===== config.mk =====
export PLATFORM = sky130hd
export DESIGN_NAME = i2cam_top
export DESIGN_NICKNAME = d
export VERILOG_FILES = /design/src/hdl/i2cam_pkg.sv /design/src/hdl/i2cam_sync.sv /design/src/hdl/i2cam_top.sv
export VERILOG_INCLUDE_DIRS = /design/src /design/src/hdl
export SDC_FILE = /design/constraint.sdc
export NUM_CORES = 1
export LEC_CHECK = 0
export BUFFER_PORTS_ARGS = -buffer_cell sky130_fd_sc_hd__buf_2
export CAP_MARGIN = 20
export CORE_MARGIN = 2
export CORE_UTILIZATION = 30
export CTS_CLUSTER_DIAMETER = 120
export DETAILED_ROUTE_END_ITERATION = 8
export GPL_TIMING_DRIVEN = 0
export HOLD_SLACK_MARGIN = 0.03
export PLACE_DENSITY = 0.57
export SETUP_SLACK_MARGIN = 0.5
export SLEW_MARGIN = 20
export SYNTH_ARGS = -nofsm -noshare
export SYNTH_HDL_FRONTEND = slang
export SYNTH_SLANG_ARGS = --single-unit

===== constraint.sdc =====
create_clock -name clk_i -period 7.2 [get_ports clk_i]
set_input_delay 0 -clock clk_i [delete_from_list [all_inputs] [get_ports clk_i]]
set_output_delay 0 -clock clk_i [all_outputs]
set_load 0.02 [all_outputs]

===== src/hdl/i2cam_cfg.svh =====
// constants for the i2c slave address match block
`ifndef I2CAM_CFG_SVH
`define I2CAM_CFG_SVH

// register indexes on the plain register port
`define I2CAM_OFS_CTRL     4'h0
`define I2CAM_OFS_STAT     4'h1
`define I2CAM_OFS_ADDR     4'h2
`define I2CAM_OFS_RXDATA   4'h3
`define I2CAM_OFS_IRQ_STAT 4'h4
`define I2CAM_OFS_IRQ_MASK 4'h5

// control register fields
`define I2CAM_CTRL_EN_BIT  5
`define I2CAM_CTRL_CKP_BIT 4

// mode field codes
`define I2CAM_MODE_S7      4'h6
`define I2CAM_MODE_S10     4'h7
`define I2CAM_MODE_MSKLOAD 4'h9
`define I2CAM_MODE_S7_SP   4'hE
`define I2CAM_MODE_S10_SP  4'hF

// status register writable bits (speed select, clock edge)
`define I2CAM_STAT_WR_MASK 8'hC0

// interrupt bit positions
`define I2CAM_IRQ_ADDR  0
`define I2CAM_IRQ_BYTE  1
`define I2CAM_IRQ_START 2
`define I2CAM_IRQ_STOP  3
`define I2CAM_IRQ_W     4

// reset values
`define I2CAM_RST_CTRL 8'h00
`define I2CAM_RST_MASK 8'hFF
`define I2CAM_RST_ADDR 8'h00

// bits per byte on the bus, counted from zero
`define I2CAM_LAST_BIT 3'h7

`endif


===== src/hdl/i2cam_pkg.sv =====
// types for the i2c slave address match block
package i2cam_pkg;

  typedef struct packed {
    logic speed_sel;
    logic clk_edge;
    logic data_addr;
    logic stop_seen;
    logic start_seen;
    logic read_write;
    logic addr_update;
    logic buf_full;
  } i2cam_stat_t;

  typedef enum logic [1:0] {
    ST_IDLE,
    ST_SHIFT,
    ST_ACK,
    ST_WAIT
  } i2cam_state_t;

  typedef enum logic [1:0] {
    PH_ADDR,
    PH_LOW,
    PH_DATA
  } i2cam_phase_t;

endpackage


===== src/hdl/i2cam_sync.sv =====
// two flip-flop synchroniser for pin inputs
module i2cam_sync #(
  parameter int W = 2
) (
  // clock and reset
  input  wire logic         clk_i,
  input  wire logic         rst_n_i,
  // data
  input  wire logic [W-1:0] d_i,
  output logic      [W-1:0] q_o
);

  logic [W-1:0] meta_q;

  for (genvar i = 0; i < W; i++) begin : g_bit
    always_ff @(posedge clk_i or negedge rst_n_i) begin
      if (!rst_n_i) begin
        meta_q[i] <= 1'b1;
        q_o[i]    <= 1'b1;
      end else begin
        meta_q[i] <= d_i[i];
        q_o[i]    <= meta_q[i];
      end
    end
  end

endmodule


===== src/hdl/i2cam_top.sv =====
// i2c slave address recognition, status and mask registers
`include "i2cam_cfg.svh"

// Behaviour
// - speed bit set disables slew limiting
// - set mask bit compares address bit
// - cleared mask bit ignores address bit
// - ten-bit mode, low byte only: mask bit zero applies
// - other modes ignore mask bit zero
// - eight-bit own address, reset zero
// - mask-load mode maps mask at address
module i2cam_top import i2cam_pkg::*; (
  // clock and reset
  input  wire logic       clk_i,
  input  wire logic       rstn_i,
  // register port
  input  wire logic [3:0] reg_addr_i,
  input  wire logic [7:0] reg_wdata_i,
  input  wire logic       reg_we_i,
  input  wire logic       reg_re_i,
  output logic      [7:0] reg_rdata_o,
  // i2c pins
  input  wire logic       scl_i,
  input  wire logic       sda_i,
  output logic            sda_o,
  output logic            sda_oen_o,
  // to the rest of the port
  output logic            slew_limit_o,
  output logic            buf_full_o,
  output logic      [7:0] rx_byte_o,
  output logic      [3:0] port_mode_o,
  // interrupt
  output logic            irq_o
);

  logic [1:0]   rst_sync_q;
  logic         rst_n;
  logic         scl_s;
  logic         sda_s;
  logic         scl_prev_q;
  logic         sda_prev_q;
  logic         scl_rise;
  logic         scl_fall;
  logic         start_ev;
  logic         stop_ev;
  logic [7:0]   ctrl_q;
  logic [7:0]   own_addr_q;
  logic [7:0]   addr_mask_q;
  i2cam_stat_t  stat_q;
  logic [7:0]   rx_q;
  logic [6:0]   shift_q;
  logic [2:0]   bit_cnt_q;
  i2cam_state_t state_q;
  i2cam_phase_t phase_q;
  logic         ack_drv_q;
  logic [`I2CAM_IRQ_W-1:0] irq_stat_q;
  logic [`I2CAM_IRQ_W-1:0] irq_mask_q;
  logic [`I2CAM_IRQ_W-1:0] irq_ev;
  logic [7:0]   rdata_q;
  logic [3:0]   mode;
  logic         enabled;
  logic         slave_mode;
  logic         ten_bit;
  logic         mask_sel;
  logic [7:0]   rx_full;
  logic [7:0]   eff_mask;
  logic         addr_match;
  logic         byte_done;
  logic         ack_go;
  logic         addr_hit;
  logic         low_hit;
  logic         data_in;
  logic         wr_ctrl;
  logic         wr_stat;
  logic         wr_addr;
  logic         wr_irq_stat;
  logic         wr_irq_mask;
  logic         rd_rx;

  // reset release through two flops
  always_ff @(posedge clk_i or negedge rstn_i) begin
    if (!rstn_i) begin
      rst_sync_q <= 2'h0;
    end else begin
      rst_sync_q <= {rst_sync_q[0], 1'b1};
    end
  end
  assign rst_n = rst_sync_q[1];

  i2cam_sync #(
    .W (2)
  ) u_sync (
    .clk_i   (clk_i),
    .rst_n_i (rst_n),
    .d_i     ({scl_i, sda_i}),
    .q_o     ({scl_s, sda_s})
  );

  always_ff @(posedge clk_i or negedge rst_n) begin
    if (!rst_n) begin
      scl_prev_q <= 1'b1;
      sda_prev_q <= 1'b1;
    end else begin
      scl_prev_q <= scl_s;
      sda_prev_q <= sda_s;
    end
  end

  assign mode       = ctrl_q[3:0];
  assign enabled    = ctrl_q[`I2CAM_CTRL_EN_BIT];
  assign ten_bit    = (mode == `I2CAM_MODE_S10) || (mode == `I2CAM_MODE_S10_SP);
  assign slave_mode = ten_bit || (mode == `I2CAM_MODE_S7) || (mode == `I2CAM_MODE_S7_SP);
  assign scl_rise   = scl_s & ~scl_prev_q;
  assign scl_fall   = ~scl_s & scl_prev_q;
  // sda moving while scl stays high marks start or stop
  assign start_ev   = enabled & scl_s & scl_prev_q & sda_prev_q & ~sda_s;
  assign stop_ev    = enabled & scl_s & scl_prev_q & ~sda_prev_q & sda_s;

  // register port decode
  // mask takes over the address slot
  assign mask_sel    = (mode == `I2CAM_MODE_MSKLOAD);
  assign wr_ctrl     = reg_we_i && (reg_addr_i == `I2CAM_OFS_CTRL);
  assign wr_stat     = reg_we_i && (reg_addr_i == `I2CAM_OFS_STAT);
  assign wr_addr     = reg_we_i && (reg_addr_i == `I2CAM_OFS_ADDR);
  assign wr_irq_stat = reg_we_i && (reg_addr_i == `I2CAM_OFS_IRQ_STAT);
  assign wr_irq_mask = reg_we_i && (reg_addr_i == `I2CAM_OFS_IRQ_MASK);
  assign rd_rx       = reg_re_i && (reg_addr_i == `I2CAM_OFS_RXDATA);

  // address comparison
  assign rx_full = {shift_q, sda_s};
  always_comb begin
    eff_mask = addr_mask_q;
    // bit zero is the direction bit here
    if (!(ten_bit && (phase_q == PH_LOW))) begin
      eff_mask[0] = 1'b0;
    end
  end
  // masked bits must equal own address
  // low ten-bit byte uses mask bit zero
  assign addr_match = ((rx_full ^ own_addr_q) & eff_mask) == 8'h00;

  assign byte_done = (state_q == ST_SHIFT) && scl_rise && (bit_cnt_q == `I2CAM_LAST_BIT);
  assign addr_hit  = byte_done && (phase_q == PH_ADDR) && slave_mode && addr_match;
  assign low_hit   = byte_done && (phase_q == PH_LOW) && addr_match;
  // an unread byte is refused so it is not lost silently
  assign data_in   = byte_done && (phase_q == PH_DATA) && !stat_q.buf_full;
  assign ack_go    = addr_hit || low_hit || data_in;

  // bus sequencer
  always_ff @(posedge clk_i or negedge rst_n) begin
    if (!rst_n) begin
      state_q   <= ST_IDLE;
      phase_q   <= PH_ADDR;
      bit_cnt_q <= 3'h0;
      shift_q   <= 7'h00;
      ack_drv_q <= 1'b0;
    end else if (!enabled) begin
      state_q   <= ST_IDLE;
      phase_q   <= PH_ADDR;
      bit_cnt_q <= 3'h0;
      ack_drv_q <= 1'b0;
    end else if (start_ev) begin
      state_q   <= ST_SHIFT;
      phase_q   <= PH_ADDR;
      bit_cnt_q <= 3'h0;
      ack_drv_q <= 1'b0;
    end else if (stop_ev) begin
      state_q   <= ST_IDLE;
      phase_q   <= PH_ADDR;
      ack_drv_q <= 1'b0;
    end else begin
      case (state_q)
        ST_SHIFT: begin
          if (scl_rise) begin
            shift_q   <= rx_full[6:0];
            bit_cnt_q <= bit_cnt_q + 3'h1;
            if (byte_done) begin
              state_q <= ack_go ? ST_ACK : ST_WAIT;
              if (addr_hit) begin
                phase_q <= ten_bit ? PH_LOW : PH_DATA;
              end else if (low_hit) begin
                phase_q <= PH_DATA;
              end
            end
          end
        end
        ST_ACK: begin
          // hold sda low from the eighth fall to the ninth fall
          if (scl_fall) begin
            ack_drv_q <= ~ack_drv_q;
            if (ack_drv_q) begin
              bit_cnt_q <= 3'h0;
              // no transmit path: a read transfer is left in the wait state
              state_q   <= (phase_q == PH_DATA && stat_q.read_write) ? ST_WAIT : ST_SHIFT;
            end
          end
        end
        ST_WAIT: begin
          state_q <= ST_WAIT;
        end
        ST_IDLE: begin
          state_q <= ST_IDLE;
        end
        default: begin
          state_q <= ST_IDLE;
        end
      endcase
    end
  end

  // control, own address and mask registers
  always_ff @(posedge clk_i or negedge rst_n) begin
    if (!rst_n) begin
      ctrl_q <= `I2CAM_RST_CTRL;
    end else if (wr_ctrl) begin
      ctrl_q <= reg_wdata_i;
    end
  end

  always_ff @(posedge clk_i or negedge rst_n) begin
    if (!rst_n) begin
      own_addr_q <= `I2CAM_RST_ADDR;
    end else if (wr_addr && !mask_sel) begin
      own_addr_q <= reg_wdata_i;
    end
  end

  // mask written only in mask-load mode
  always_ff @(posedge clk_i or negedge rst_n) begin
    if (!rst_n) begin
      addr_mask_q <= `I2CAM_RST_MASK;
    end else if (wr_addr && mask_sel) begin
      addr_mask_q <= reg_wdata_i;
    end
  end

  // received byte holding register
  always_ff @(posedge clk_i or negedge rst_n) begin
    if (!rst_n) begin
      rx_q <= 8'h00;
    end else if (addr_hit || low_hit || data_in) begin
      rx_q <= rx_full;
    end
  end

  // status register
  always_ff @(posedge clk_i or negedge rst_n) begin
    if (!rst_n) begin
      stat_q <= '0;
    end else begin
      if (wr_stat) begin
        stat_q.speed_sel <= reg_wdata_i[7];
        stat_q.clk_edge  <= reg_wdata_i[6];
      end
      if (!enabled) begin
        stat_q.start_seen <= 1'b0;
        stat_q.stop_seen  <= 1'b0;
      end else if (start_ev) begin
        stat_q.start_seen <= 1'b1;
        stat_q.stop_seen  <= 1'b0;
      end else if (stop_ev) begin
        stat_q.start_seen <= 1'b0;
        stat_q.stop_seen  <= 1'b1;
      end
      if ((addr_hit && !ten_bit) || low_hit) begin
        stat_q.data_addr <= 1'b0;
      end else if (data_in) begin
        stat_q.data_addr <= 1'b1;
      end
      if (addr_hit && !ten_bit) begin
        stat_q.read_write <= rx_full[0];
      end
      // update flag: hardware set wins over the address write
      if (ten_bit && (addr_hit || low_hit)) begin
        stat_q.addr_update <= 1'b1;
      end else if (wr_addr && !mask_sel) begin
        stat_q.addr_update <= 1'b0;
      end
      // buffer full: a new byte wins over the clearing read
      if ((addr_hit && !ten_bit) || low_hit || data_in) begin
        stat_q.buf_full <= 1'b1;
      end else if (rd_rx) begin
        stat_q.buf_full <= 1'b0;
      end
    end
  end

  // interrupt status, write one to clear, set wins
  assign irq_ev[`I2CAM_IRQ_ADDR]  = (addr_hit && !ten_bit) || low_hit;
  assign irq_ev[`I2CAM_IRQ_BYTE]  = data_in;
  assign irq_ev[`I2CAM_IRQ_START] = start_ev;
  assign irq_ev[`I2CAM_IRQ_STOP]  = stop_ev;

  always_ff @(posedge clk_i or negedge rst_n) begin
    if (!rst_n) begin
      irq_stat_q <= '0;
    end else begin
      irq_stat_q <= irq_ev | (irq_stat_q & ~(wr_irq_stat ? reg_wdata_i[`I2CAM_IRQ_W-1:0]
                                                          : {`I2CAM_IRQ_W{1'b0}}));
    end
  end

  always_ff @(posedge clk_i or negedge rst_n) begin
    if (!rst_n) begin
      irq_mask_q <= '0;
    end else if (wr_irq_mask) begin
      irq_mask_q <= reg_wdata_i[`I2CAM_IRQ_W-1:0];
    end
  end

  // read data, valid the cycle after the strobe
  always_ff @(posedge clk_i or negedge rst_n) begin
    if (!rst_n) begin
      rdata_q <= 8'h00;
    end else if (reg_re_i) begin
      case (reg_addr_i)
        `I2CAM_OFS_CTRL:     rdata_q <= ctrl_q;
        `I2CAM_OFS_STAT:     rdata_q <= stat_q;
        `I2CAM_OFS_ADDR:     rdata_q <= mask_sel ? addr_mask_q : own_addr_q;
        `I2CAM_OFS_RXDATA:   rdata_q <= rx_q;
        `I2CAM_OFS_IRQ_STAT: rdata_q <= {4'h0, irq_stat_q};
        `I2CAM_OFS_IRQ_MASK: rdata_q <= {4'h0, irq_mask_q};
        default:             rdata_q <= 8'h00;
      endcase
    end else begin
      rdata_q <= 8'h00;
    end
  end

  assign reg_rdata_o  = rdata_q;
  assign sda_o        = 1'b0;
  assign sda_oen_o    = ~ack_drv_q;
  // speed bit set turns slew limiting off
  assign slew_limit_o = ~stat_q.speed_sel;
  assign buf_full_o   = stat_q.buf_full;
  assign rx_byte_o    = rx_q;
  assign port_mode_o  = mode;
  assign irq_o        = |(irq_stat_q & irq_mask_q);

endmodule


==> impl_metrics.tcl <==
set metrics [dict create \
    p_int_mw 0.835 \
    skew_ns 0.00866 \
    status "complete, no violations" \
    min_period_ns 2.57 \
    grt_max_degree 52 \
    finalMaxSlewViolations 0 \
    mostFrequentLayoutCells "64 x dfrtp_1, 44 x mux2_2, 42 x buf_2, 14 x dfstp_2" \
    fillers 1229 \
    startpoint "state_q[1]" \
    pwr_density_cell_nw_per_um2 249 \
    regArea_um2 2000 \
    leakagePower_nw 2.13 \
    syn_area_um2 3840 \
    syn-num-nets 334 \
    vias 2716 \
    drive_above_1_share_pct 36.9 \
    dieArea_um2 13700 \
    p_sw_share_pct 28.5 \
    postSynth.asyncResetShare_pct 100 \
    cts.sinks 79 \
    postSynthAreaPerCell_um2 12.4 \
    antenna_cells 0 \
    postCtsSetupRepairBufs 0 \
    clock.fmax_mhz 390 \
    synth-edff-count 0 \
    clk_pin_slew_ns 0.06 \
    path_delay_family "compound AO/OA/AOI/OAI gates" \
    layout.cells.non_filler 551 \
    ant_nets 0 \
    synth_top_flop_cell "dfrtp_1" \
    pwr-share-comb_pct 17.6 \
    setup_violations 0 \
    cp_slowest_cell "o41a_1" \
    cp.required_ns 7.41 \
    htreeDepth 3 \
    timing.setup.tns_ns 0 \
    drt_iter0_drc 120 \
    r2r_end "rx_byte_o[1]" \
    cp_num_cells 8 \
    crit_buf_inv 2 \
    min_period_over_period_pct 35.6 \
    routed_wl_mm 9.15 \
    gp_congestion 0.832 \
    row_count 41 \
    dr.pass1.iters 4 \
    viasPerCell 4.93 \
    antenna_found_initial 0 \
    dieHeight_um 117 \
    yosysWarnings 0 \
    wire_per_inst_um 16.6 \
    crit_end "rx_byte_o[1]" \
    crit_chain "inv_1 -> ha_1 -> nand4b_1 -> a21oi_1 -> nand4_1 -> o41a_1 -> buf_2 -> mux2_2" \
    gr-total-overflow 0 \
    hold_violations 0 \
    slowest_delay_ns 0.49 \
    ys_types 53 \
    start_kind "register" \
    clockRootBuffer "clkbuf_16" \
    grt_pass1_vias 2764 \
    tritoncts "yes" \
    cts_buffers 9 \
    core_um2 12600 \
    multi_input_area_um2 1680 \
    final_common_cell "dfrtp_1" \
    port_buffers 38 \
    hp-class "primary input to register" \
    seqPwrFrac_pct 46.7 \
    die_width_um 117 \
    reg2reg_from "state_q[1]" \
    drc 0 \
    arrival_ns 2.78 \
    cts_resized 0 \
    synth_seq_cells 79 \
    worstPathMaxFanout 9 \
    max_cap_viol_count 0 \
    clockPowerShare_pct 35.7 \
    tightestPinTransition_ns 0.676 \
    grt_pass1_wl_mm 14.8 \
    synthCells 311 \
    worst-setup-path-type "register to register" \
    placedCellCount 522 \
    switchingPower_mw 0.333 \
    clock_latency_ns 0.33 \
    track_usage_pct 14.4 \
    area_growth_pct 21.9 \
    cts_max_path_buffers 2 \
    slew_headroom_pct 54.6 \
    seq_area_frac_synth_pct 51.9 \
    ir_drop_uv 103 \
    finalNetCount 397 \
    rsz0062_at_grt "false" \
    end_kind "register" \
    initial_core_util_pct 30.6 \
    rrSetupSlack_ns 4.63 \
    reg2reg_depth 8 \
    dp_hpwl_mm 6.72 \
    io_pins 43 \
]
==> cell usage after synthesis (6+ instances only) <==
| cell type | number | share of area [%] |
|---|---|---|
| mux2_2 | 44 | 13 |
| and2_1 | 9 | 1.5 |
| xor2_1 | 7 | 1.6 |
| o22ai_1 | 7 | 1.1 |
| a22oi_1 | 11 | 2.1 |
| mux2_4 | 8 | 3.1 |
| buf_4 | 8 | 1.6 |
| nor2_1 | 13 | 1.3 |
| nand2_1 | 13 | 1.3 |
| dfrtp_1 | 65 | 42 |
| a21oi_1 | 6 | 0.78 |
| inv_1 | 9 | 0.88 |
| dfstp_2 | 14 | 9.6 |
| mux2i_1 | 10 | 2.6 |
==> state kept, by name, summed over array words and instances (netlist names), 2 cells and up <==
register	flops
irq_stat_q	4
ctrl_q	8
addr_mask_q	8
rx_byte_o	8
rst_sync_q	2
reg_rdata_o	8
u_sync.q_o	2
state_q	2
irq_mask_q	4
u_sync.meta_q	2
own_addr_q	8
phase_q	2
shift_q	7
stat_q	7
bit_cnt_q	3
==> cells by family after synthesis <==
kind of cell	count (synthesis)	synth area share, %
mux	63	19.2
buf+inv	29	4.33
compound gates	54	10.2
fa+ha+maj	5	1.63
simple gates	69	10.3
other cells	2	0.195
flops	79	51.9
xor+xnor	10	2.28
==> worst min path at each step <==
stage	start	cells past startpoint	end	slack, ns
final	reg_addr_i[3]	3	reg_rdata_o[1]	0.04
after global routing	reg_addr_i[3]	3	reg_rdata_o[0]	0.06
after CTS	reg_addr_i[3]	3	reg_rdata_o[1]	0.04
after detailed placement	rstn_i	1	rst_sync_q[0]	-0.21
after global placement	rstn_i	1	rst_sync_q[0]	-0.22
after floorplan	rstn_i	0	rst_sync_q[0]	-0.30
==> power groups by stage <==
stage / clock [mW] / combinational [mW] / sequential [mW]
floorplan: 0 / 0.148 / 0.541
global placement: 0 / 0.191 / 0.555
detailed placement: 0 / 0.202 / 0.553
CTS: 0.429 / 0.209 / 0.546
global route: 0.452 / 0.226 / 0.553
finish: 0.417 / 0.206 / 0.545
==> tightest hold or removal path: stages <==
cell	delay, ns
buf_6	0.10
a211oi_1	0.11
o21a_1	0.13
==> area by class of cell <==
type,instances,area share (%)
buffer,20,2.83
multi-input combinational,203,35.9
clock inverter,7,1.04
sequential,79,42.7
inverter,9,0.721
timing repair buffer,52,7.43
tap,172,4.60
clock buffer,9,4.81
==> metrics by stage <==
stage / util (%) / area [um^2] / total power [mW] / setup slack, ns / hold WS [ns]
after global routing: 37.3 / 4680 / 1.23 / 4.47 / 0.0625
final: 37.3 / 4680 / 1.17 / 4.63 / 0.0419
after floorplan: - / 3840 / 0.688 / 4.86 / -0.296
after CTS: 37.3 / 4680 / 1.18 / 4.63 / 0.0373
after global placement: 33.8 / 4250 / 0.745 / 3.95 / -0.215
after detailed placement: 34.0 / 4280 / 0.756 / 4.67 / -0.213
==> layer usage <==
| layer | routed length (um) | up-vias | GRT usage [%] |
|---|---|---|---|
| met1 | 4160 | 1367 | 19.6 |
| met3 | 453 | 13 | 3.35 |
| met2 | 4400 | 75 | 23.0 |
| met4 | 142 | 0 | 4.39 |
| li1 | - | 1261 | - |
| met5 | 0 | - | 0 |
==> repair_timing <==
| item | 4_1_cts | 5_1_grt |
|---|---|---|
| hold buffers | 13 | 0 |
| endpoints found under the hold margin | 39 | 0 |
| endpoints found under the setup margin | 0 | 0 |
(Power assumes the default switching activity.)
